--- config.mk ---
export PLATFORM = sky130hd
export DESIGN_NAME = mmv_ctrl
export DESIGN_NICKNAME = d
export VERILOG_FILES = /design/src/mmv_pkg.sv /design/src/mmv_avg_decode.sv /design/src/mmv_status_irq.sv /design/src/mmv_ctrl.sv
export SDC_FILE = /design/constraint.sdc
export NUM_CORES = 1
export LEC_CHECK = 0
export CORE_UTILIZATION = 30
export CTS_CLUSTER_DIAMETER = 30
export DETAILED_ROUTE_END_ITERATION = 8
export DONT_BUFFER_PORTS = 1
export PLACE_DENSITY = 0.41
export SLEW_MARGIN = 20
export SYNTH_ARGS = -nofsm -noshare
export SYNTH_HDL_FRONTEND = slang
export SYNTH_SLANG_ARGS = --single-unit
--- constraint.sdc ---
create_clock -name ref_clk -period 1.9 [get_ports ref_clk]
set_input_delay 0.38 -clock ref_clk [delete_from_list [all_inputs] [get_ports ref_clk]]
set_output_delay 0.38 -clock ref_clk [all_outputs]
set_load 0.03 [all_outputs]
--- src/mmv_pkg.sv ---
// Shared constants and the state type of the monitor mode and voltage interrupt block.
// Assumes one clock domain and byte addressing on the register bus.
`default_nettype none

package mmv_pkg;

  // ****************************************************************
  // Register indices; the byte address is four times the index.
  // ****************************************************************
  localparam int MMV_ADDR_W = 10;
  localparam logic [7:0] MMV_IDX_LOCK = 8'h70;
  localparam logic [7:0] MMV_IDX_STATUS = 8'h71;
  localparam logic [7:0] MMV_IDX_MASK = 8'h72;
  localparam logic [7:0] MMV_IDX_SFC = 8'h7C;
  localparam logic [7:0] MMV_IDX_VIE = 8'h7E;

  // ****************************************************************
  // Reset values.
  // ****************************************************************
  localparam logic [7:0] MMV_SFC_RESET = 8'h40;
  localparam logic [7:0] MMV_VIE_RESET = 8'hEC;
  localparam logic [7:0] MMV_MASK_RESET = 8'h00;

  // ****************************************************************
  // Field positions.
  // ****************************************************************
  localparam int MMV_SFC_LOW_POWER = 0;
  localparam int MMV_SFC_MONITOR = 1;
  localparam int MMV_SFC_GLOBAL_IRQ = 2;
  localparam int MMV_SFC_AVG_LSB = 5;
  localparam int MMV_SFC_AVG_MSB = 7;
  localparam int MMV_VIE_GROUP = 0;
  localparam int MMV_VIE_PROCESSOR = 3;
  localparam int MMV_VIE_MAIN = 7;
  localparam int MMV_LOCK_BIT = 0;
  localparam logic [7:0] MMV_STATUS_VALID = 8'h88;

  // ****************************************************************
  // Samples per reading produced by the averaging decoder.
  // ****************************************************************
  localparam logic [7:0] MMV_AVG_1 = 8'h01;
  localparam logic [7:0] MMV_AVG_8 = 8'h08;
  localparam logic [7:0] MMV_AVG_16 = 8'h10;
  localparam logic [7:0] MMV_AVG_32 = 8'h20;
  localparam logic [7:0] MMV_AVG_128 = 8'h80;

  // Registered state of the top module; status, mask and irq live in mmv_status_irq.
  typedef struct packed {
    logic [7:0] special_function_control;
    logic [7:0] voltage_interrupt_enable;
    logic lock;
    logic waitrequest;
    logic [31:0] readdata;
    logic low_power_select;
    logic monitor_scheme_select;
    logic [7:0] avg_remote;
    logic [7:0] avg_internal;
    logic [7:0] avg_voltage;
    logic int_n;
  } mmv_top_state_t;

endpackage

`default_nettype wire

--- src/mmv_avg_decode.sv ---
// Priority decoder from the averaging select field to samples per reading.
// Assumes a purely combinational use; the caller registers the outputs.
`default_nettype none

module mmv_avg_decode
  import mmv_pkg::*;
(
  input wire logic [2:0] averaging_select,
  output logic [7:0] avg_remote,
  output logic [7:0] avg_internal,
  output logic [7:0] avg_voltage
);

  // ****************************************************************
  // Decoder.
  // ****************************************************************
  // RQ7 priority decode
  // The top bit wins over the two below it, then the middle bit.
  always_comb
  begin
    // RQ8 top bit 32
    if (averaging_select[2])
    begin
      avg_remote = MMV_AVG_32;
      avg_internal = MMV_AVG_32;
      avg_voltage = MMV_AVG_32;
    end
    else if (averaging_select[1])
    begin
      avg_remote = MMV_AVG_16;
      avg_internal = MMV_AVG_16;
      avg_voltage = MMV_AVG_16;
    end
    // RQ9 low codes decode
    else if (averaging_select[0])
    begin
      avg_remote = MMV_AVG_16;
      avg_internal = MMV_AVG_16;
      avg_voltage = MMV_AVG_1;
    end
    else
    begin
      avg_remote = MMV_AVG_128;
      avg_internal = MMV_AVG_8;
      avg_voltage = MMV_AVG_8;
    end
  end

endmodule

`default_nettype wire

--- src/mmv_status_irq.sv ---
// Sticky event status with write-one-to-clear, a mask and one level interrupt.
// Assumes events and clear strobes come from logic on the same clock.
`default_nettype none

module mmv_status_irq
  import mmv_pkg::*;
#(
  parameter int WIDTH = 8,
  parameter logic [WIDTH-1:0] VALID = MMV_STATUS_VALID
)
(
  input wire logic ref_clk,
  input wire logic sys_rst,
  input wire logic [WIDTH-1:0] event_set,
  input wire logic clear_strobe,
  input wire logic [WIDTH-1:0] clear_bits,
  input wire logic mask_write,
  input wire logic [WIDTH-1:0] mask_data,
  output logic [WIDTH-1:0] status,
  output logic [WIDTH-1:0] mask,
  output logic irq
);

  typedef struct packed {
    logic [WIDTH-1:0] status;
    logic [WIDTH-1:0] mask;
    logic irq;
  } mmv_irq_state_t;

  mmv_irq_state_t state;
  mmv_irq_state_t next_state;

  // ****************************************************************
  // Next state.
  // ****************************************************************
  // A set in the same cycle as its clear wins, so no event is lost.
  always_comb
  begin
    next_state = state;
    if (clear_strobe)
    begin
      next_state.status = state.status & ~clear_bits;
    end
    next_state.status = (next_state.status | event_set) & VALID;
    if (mask_write)
    begin
      next_state.mask = mask_data & VALID;
    end
    next_state.irq = |(next_state.status & next_state.mask);
  end

  // Registers the state.
  always_ff @(posedge ref_clk or posedge sys_rst)
  begin
    if (sys_rst)
    begin
      state <= '0;
    end
    else
    begin
      state <= next_state;
    end
  end

  assign status = state.status;
  assign mask = state.mask;
  assign irq = state.irq;
endmodule

`default_nettype wire

--- src/mmv_ctrl.sv ---
// Functional notes
// RQ1 - Lock makes both control registers read-only
// RQ2 - Bit 0 picks sleep or low power
// RQ3 - Bit 1 picks continuous or cycle monitoring
// RQ4 - Global enable bit 2 gates interrupt pin
// RQ5 - Software keeps bits 3 and 4 zero
// RQ6 - Averaging field sets samples per measurement
// RQ7 - Averaging field decoded by priority, top first
// RQ8 - Top averaging bit gives 32 samples
// RQ9 - Codes 000, 001, 01x decode as tabled
// RQ10 - Averaging field resets to binary 010
// RQ11 - Status set only for enabled channels
// RQ12 - Group bit drives pin, needs global enable
// RQ13 - Processor supply enable bit 3, resets one
// RQ14 - Main supply enable bit 7, resets one
// RQ15 - Pin stays high while global enable clear
//
// Mode control and voltage interrupt control registers behind an Avalon-MM slave.
// Assumes voltage error inputs come from monitor logic on ref_clk; no synchroniser.
`default_nettype none

module mmv_ctrl
  import mmv_pkg::*;
(
  input wire logic ref_clk,
  input wire logic sys_rst,
  input wire logic [MMV_ADDR_W-1:0] avs_address,
  input wire logic avs_read,
  input wire logic avs_write,
  input wire logic [31:0] avs_writedata,
  input wire logic [3:0] avs_byteenable,
  output logic [31:0] avs_readdata,
  output logic avs_waitrequest,
  input wire logic group_voltage_irq_enable_err_processor,
  input wire logic group_voltage_irq_enable_err_main,
  output logic low_power_select,
  output logic monitor_scheme_select,
  output logic [7:0] avg_remote,
  output logic [7:0] avg_internal,
  output logic [7:0] avg_voltage,
  output logic int_n,
  output logic irq
);

  mmv_top_state_t state;
  mmv_top_state_t next_state;

  logic [7:0] reg_index;
  logic aligned;
  logic accept;
  logic wr_low;
  logic [7:0] wbyte;
  logic hit_sfc;
  logic hit_vie;
  logic hit_lock;
  logic hit_status;
  logic hit_mask;
  logic [7:0] status;
  logic [7:0] mask;
  logic [7:0] event_set;
  logic [7:0] dec_remote;
  logic [7:0] dec_internal;
  logic [7:0] dec_voltage;

  // ****************************************************************
  // Address decode.
  // ****************************************************************
  // A request is taken at the edge where waitrequest is already low.
  assign reg_index = avs_address[MMV_ADDR_W-1:2];
  assign aligned = (avs_address[1:0] == 2'h0);
  assign accept = (avs_read | avs_write) & ~state.waitrequest;
  assign wr_low = accept & avs_write & avs_byteenable[0];
  assign wbyte = avs_writedata[7:0];
  assign hit_sfc = aligned & (reg_index == MMV_IDX_SFC);
  assign hit_vie = aligned & (reg_index == MMV_IDX_VIE);
  assign hit_lock = aligned & (reg_index == MMV_IDX_LOCK);
  assign hit_status = aligned & (reg_index == MMV_IDX_STATUS);
  assign hit_mask = aligned & (reg_index == MMV_IDX_MASK);

  // ****************************************************************
  // Voltage events.
  // ****************************************************************
  // RQ11 channel enable gating
  // Only channels whose enable bit is set may reach the status register.
  always_comb
  begin
    event_set = 8'h00;
    // RQ13 processor channel enable
    event_set[MMV_VIE_PROCESSOR] = group_voltage_irq_enable_err_processor &
      state.voltage_interrupt_enable[MMV_VIE_PROCESSOR];
    // RQ14 main channel enable
    event_set[MMV_VIE_MAIN] = group_voltage_irq_enable_err_main & state.voltage_interrupt_enable[MMV_VIE_MAIN];
  end

  // Sticky status, mask and the level interrupt for software.
  mmv_status_irq #(
    .WIDTH(8),
    .VALID(MMV_STATUS_VALID)
  ) u_status (
    .ref_clk(ref_clk),
    .sys_rst(sys_rst),
    .event_set(event_set),
    .clear_strobe(wr_low & hit_status),
    .clear_bits(wbyte),
    .mask_write(wr_low & hit_mask),
    .mask_data(wbyte),
    .status(status),
    .mask(mask),
    .irq(irq)
  );

  // RQ6 averaging for measurements
  // The decoder output is registered before it leaves the block.
  mmv_avg_decode u_avg (
    .averaging_select(state.special_function_control[MMV_SFC_AVG_MSB:MMV_SFC_AVG_LSB]),
    .avg_remote(dec_remote),
    .avg_internal(dec_internal),
    .avg_voltage(dec_voltage)
  );

  // ****************************************************************
  // Next state.
  // ****************************************************************
  // Fills the next state: bus handshake, register writes, mode outputs, pin.
  always_comb
  begin
    next_state = state;
    // One wait cycle per request, then waitrequest rises again.
    next_state.waitrequest = ~((avs_read | avs_write) & state.waitrequest);
    if ((avs_read | avs_write) & state.waitrequest)
    begin
      next_state.readdata = 32'h0000_0000;
      if (avs_read)
      begin
        if (hit_sfc)
        begin
          next_state.readdata[7:0] = state.special_function_control;
        end
        else if (hit_vie)
        begin
          next_state.readdata[7:0] = state.voltage_interrupt_enable;
        end
        else if (hit_lock)
        begin
          next_state.readdata[MMV_LOCK_BIT] = state.lock;
        end
        else if (hit_status)
        begin
          next_state.readdata[7:0] = status;
        end
        else if (hit_mask)
        begin
          next_state.readdata[7:0] = mask;
        end
      end
    end
    // RQ1 locked writes ignored
    if (wr_low & ~state.lock)
    begin
      if (hit_sfc)
      begin
        next_state.special_function_control = wbyte;
      end
      if (hit_vie)
      begin
        next_state.voltage_interrupt_enable = wbyte;
      end
    end
    // The lock can only be set; reset alone clears it.
    if (wr_low & hit_lock & wbyte[MMV_LOCK_BIT])
    begin
      next_state.lock = 1'b1;
    end
    // RQ2 low power select
    next_state.low_power_select = state.special_function_control[MMV_SFC_LOW_POWER];
    // RQ3 monitor scheme select
    next_state.monitor_scheme_select = state.special_function_control[MMV_SFC_MONITOR];
    next_state.avg_remote = dec_remote;
    next_state.avg_internal = dec_internal;
    next_state.avg_voltage = dec_voltage;
    // RQ4 global enable gate
    // RQ12 group and global
    // RQ15 pin high when disabled
    next_state.int_n = ~(state.special_function_control[MMV_SFC_GLOBAL_IRQ] &
      state.voltage_interrupt_enable[MMV_VIE_GROUP] & (|status));
  end

  // ****************************************************************
  // State register.
  // ****************************************************************
  // RQ10 averaging reset value
  always_ff @(posedge ref_clk or posedge sys_rst)
  begin
    if (sys_rst)
    begin
      state.special_function_control <= MMV_SFC_RESET;
      state.voltage_interrupt_enable <= MMV_VIE_RESET;
      state.lock <= 1'b0;
      state.waitrequest <= 1'b1;
      state.readdata <= 32'h0000_0000;
      state.low_power_select <= 1'b0;
      state.monitor_scheme_select <= 1'b0;
      state.avg_remote <= MMV_AVG_16;
      state.avg_internal <= MMV_AVG_16;
      state.avg_voltage <= MMV_AVG_16;
      state.int_n <= 1'b1;
    end
    else
    begin
      state <= next_state;
    end
  end

  // Outputs come straight from the state register.
  assign avs_readdata = state.readdata;
  assign avs_waitrequest = state.waitrequest;
  assign low_power_select = state.low_power_select;
  assign monitor_scheme_select = state.monitor_scheme_select;
  assign avg_remote = state.avg_remote;
  assign avg_internal = state.avg_internal;
  assign avg_voltage = state.avg_voltage;
  assign int_n = state.int_n;
endmodule

`default_nettype wire

After elaboration in Yosys (flattened, before gate mapping)
Index checks and enable logic that the tools add are counted.
{"block": "op_classes", "n_eq_ne": 5, "muxes": 18, "bitwise": 27, "reduce_logical": 5}
{"cell": "$mux W8", "n": 14}
{"cell": "$eq A8 B7 Y1 const B", "n": 5}
{"cell": "$and A1 B1 Y1", "n": 18}
{"cell": "$and A8 B8 Y8", "n": 2}
{"cell": "$not A8 Y8", "n": 1}
{"cell": "$or A8 B8 Y8", "n": 1}
{"cell": "$reduce_or A8 Y1", "n": 1}
{"cell": "$mux W7", "n": 1}
{"cell": "$mux W5", "n": 1}
{"cell": "$mux W4", "n": 1}
{"cell": "$not A1 Y1", "n": 4}
{"cell": "$reduce_and A2 Y1", "n": 2}
{"cell": "$logic_not A2 Y1", "n": 1}
{"cell": "$reduce_or A2 Y1", "n": 1}
{"cell": "$mux W1", "n": 1}
{"cell": "$or A1 B1 Y1", "n": 1}
{"block": "word_totals", "reg_bits": 64, "inputBits": 52}

Longest topological paths before layout
{"block": "logic_depth", "word_depth": 9, "mapped_depth": 4, "ltp_nobuf": 4}

By module
A second synthesis with hierarchy kept.
{"block": "hier_totals", "cells_unflattened": 261, "area_unflattened_um2": 3001.6}
{"mod": "mmv_ctrl", "instances": 1, "cells_per_inst": 210, "area_per_inst_um2": 2532.4, "seq_area_each_um2": 1340.0}
{"mod": "mmv_status_irq", "instances": 1, "cells_per_inst": 26, "area_per_inst_um2": 284.0, "seq_area_each_um2": 125.1}
{"mod": "mmv_avg_decode", "instances": 1, "cells_per_inst": 25, "area_per_inst_um2": 185.2, "seq_area_each_um2": 0.0}

Worst setup path after synthesis
OpenSTA, ideal clock, no wires.
{"block": "synth_timing", "path_type": "input-to-reg", "startpoint": "in avs_address[5]", "endpoint": "reg u_status.state (netlist bit u_status.irq)", "arrival_ns": 1.936, "required_ns": 1.779, "slack_ns": -0.157, "path_stages": 4, "path_buffers": 0, "path_cell_list": "or4_4 -> or4_1 -> a221o_1 -> a22o_1"}
{"item": "from (decl)", "line_no": "mmv_ctrl.sv:27", "source": "input wire logic [MMV_ADDR_W-1:0] avs_address,"}
{"item": "to (signal assigned)", "line_no": "mmv_status_irq.sv:61", "source": "state <= next_state;"}
{"item": "to (decl)", "line_no": "mmv_status_irq.sv:30", "source": "mmv_irq_state_t state;"}

==> flow_summary.json <==
{
  "post-place-cells": 250,
  "wl_per_cell_microns": 15.21,
  "worstSetupPathType": "reg -> reg",
  "synth_area_leaders": "dfrtp_1, buf_4, dfstp_2",
  "cp_slowest_cell": "or4_4",
  "die-height_microns": 84.45,
  "period_share": 0.9624,
  "crit_cells": 4,
  "portBuffers": 0,
  "postRouteAntennaNets": 0,
  "finalPower_w": 0.001680,
  "num_antenna_cells": 0,
  "grt_first_pass_wirelength_mm": 6.361,
  "reg2regPathDepth": 4,
  "yosysUniqueCellTypes": 34,
  "critical-path-max-stage-delay_ns": 0.57,
  "rsz0062_at_grt": "no",
  "synth-edff-count": 0,
  "numCtsBuffers": 5,
  "pre_cts_ws_ns": -0.1574,
  "r2r-start": "avs_waitrequest",
  "cts_sinks": 39,
  "nNetsFinal": 233,
  "syn_inst": 179,
  "synth_area_sq_um": 2039,
  "cp_max_fo": 3,
  "status": "finished with violations",
  "clkLatencyLatePin_ns": 0.28,
  "drc_errors": 14,
  "cp-start-kind": "flip-flop",
  "start_util": 0.3158,
  "grt_pass1_vias": 1180,
  "async_flop_share": 1.000,
  "dieArea_sq_um": 7132,
  "drtIter0Drc": 130,
  "grt_use_met3": 0.05605,
  "finalCriticalPeriod_ns": 1.828,
  "track_usage": 0.1187,
  "slew-limit-headroom": 0.4228,
  "crit_buf_inv": 0,
  "grt_max_degree": 40,
  "crit_required_ns": 2.08,
  "path_clk_slew_ns": 0.07,
  "irDropWorstVdd_mv": 0.2015,
  "wl_mm": 3.940,
  "fmax_mhz": 546.9,
  "antenna_found_initial": 0,
  "holdWs_ns": 0.1038,
  "grtUsageMet1": 0.1417,
  "area_growth_pct": 1.472,
  "hold_class": "in -> async",
  "rrSetupSlack_ns": 0.07,
  "postCtsHoldBufs": 0,
  "violations": "DRC",
  "stdcell_count": 259,
  "critical_path.top_delay_family": "simple AND/OR/NAND/NOR gates",
  "r2r-end": "u_status.irq",
  "globalplace.congestion": 0.7380,
  "layout_setup_ws_ns": 0.07150,
  "fin_setup_tns_ns": 0,
  "clock_path_buffers": 2,
  "grt_overflow": 0,
  "cts-root-buf": "clkbuf_8",
  "grt_most_used_layer": "met2",
  "synth_area_per_cell_sq_um": 11.39,
  "yosysTopAreaCellShare": 0.3558,
  "ys_ff_latch": 39,
  "core_area_sq_um": 6459,
  "synth.largest_area_cell": "dfrtp_1",
  "num_rows": 29,
  "yosys_warnings": 0,
  "setup_viol": 0,
  "end_kind": "flip-flop",
  "fp.dieW_microns": 84.45,
  "dr_total_vias": 1219,
  "cts_tree": "built",
  "via_per_inst": 4.707,
  "final_layout_size_suffix_gt1_frac": 0.2857,
  "hold_viol": 0,
  "firstDrtPassIters": 7,
  "worstPathArrival_ns": 2.01,
  "ioPinCount": 113,
  "dp_hpwl_mm": 2.936,
  "synth.most_common_cell": "buf_4",
  "cellLeakagePower_nw": 1.011,
  "htreeDepth": 2,
  "max-cap-violations": 0,
  "ys.flop_type": "dfrtp_1",
  "worst_slew_pin_slew_ns": 0.8600,
  "power.density_nw_per_um2": 812.0,
  "ys_seq_area_frac": 0.4847,
  "crit_chain": "nand3b_1 -> or4_4 -> a221o_1 -> a22o_1",
  "final-max-slew-violation-count": 0,
  "skew_ns": 0.003779,
  "gr-usage-met2": 0.1900,
  "synth_common_cells": "buf_4, dfrtp_1, mux2_2, dfstp_2, inv_1"
}
[cell usage in the layout (no fill, tap or decap), types with 5 or more instances in the layout]
cell      synthesis  routed
a222oi_1          5       5
buf_4            56      14
clkbuf_8          0       5
conb_1            1      38
dfrtp_1          29      29
dfstp_2          10      10
inv_1             7       7
mux2_2           18      18
nand2_1           5       5
nor2_1            5       5
[logic make-up after synthesis]
family / Yosys count / synth area share
buffers and inverters: 63 / 0.2190
DFF: 39 / 0.4847
muxes: 18 / 0.09938
and+or+nand+nor: 36 / 0.1067
AOI/OAI and AO/OA: 22 / 0.08835
other: 1 / 0.001839
[stage by stage]
step | instance area, sq um | util
finish | 2069 | 0.3204
global route | 2069 | 0.3204
CTS | 2062 | 0.3193
detailed placement | 1956 | 0.3028
global placement | 1956 | 0.3028
floorplan | 2182 | -
[per-layer routing]
metal	vias up	routed length, microns
met5	-	0
met4	0	19
met3	2	412
met2	68	1857
met1	607	1651
li1	542	-
[worst max-delay path by stage]
stage | from | end | slack (ns)
6_report | avs_waitrequest | u_status.irq | 0.07
5_1_grt | avs_waitrequest | u_status.irq | 0.04
4_1_cts | avs_waitrequest | u_status.irq | 0.03
3_5_place_dp | avs_address[0] | u_status.irq | -0.16
3_3_place_gp | avs_address[0] | u_status.irq | -0.16
2_1_floorplan | avs_address[0] | u_status.irq | -0.09
[timing repair]
| item | CTS | global route |
|---|---|---|
| gates resized for setup | 0 | 0 |
| hold endpoints to repair | 0 | 0 |
| buffers inserted | 0 | 1 |
| endpoints found under the setup margin | 0 | 1 |
[power breakdown]
group / switching [W] / internal, W / total, W
logic: 0.000148 / 0.0000236 / 0.000172
clock network: 0.000273 / 0.000393 / 0.000665
registers: 0.00000464 / 0.000839 / 0.000843
total: 0.000426 / 0.00125 / 0.00168
[final cells by class]
class	instances	area, sq um
clock buffers	7	76.32
multi-input cells	114	747.0
fillers	664	4389
well taps	77	96.34
flip-flops and latches	39	988.4
repair buffers	14	105.1
clock inverters	1	30.03
inverters	7	26.28
[sequential cells by signal, summed over array words and instances, names as in the netlist, 2 cells and up]
signal           flops
next_state           2
avg_voltage          2
avs_readdata         8
u_status.status      2
avg_internal         2
state               15
u_status.mask        2
[worst reg2reg max path, stage by stage, from the launching register on]
cell	delay (ns)
dfstp_2	0.37
nand3b_1	0.22
or4_4	0.57
a221o_1	0.35
a22o_1	0.21
No activity file was read; power rests on OpenSTA's default activity.
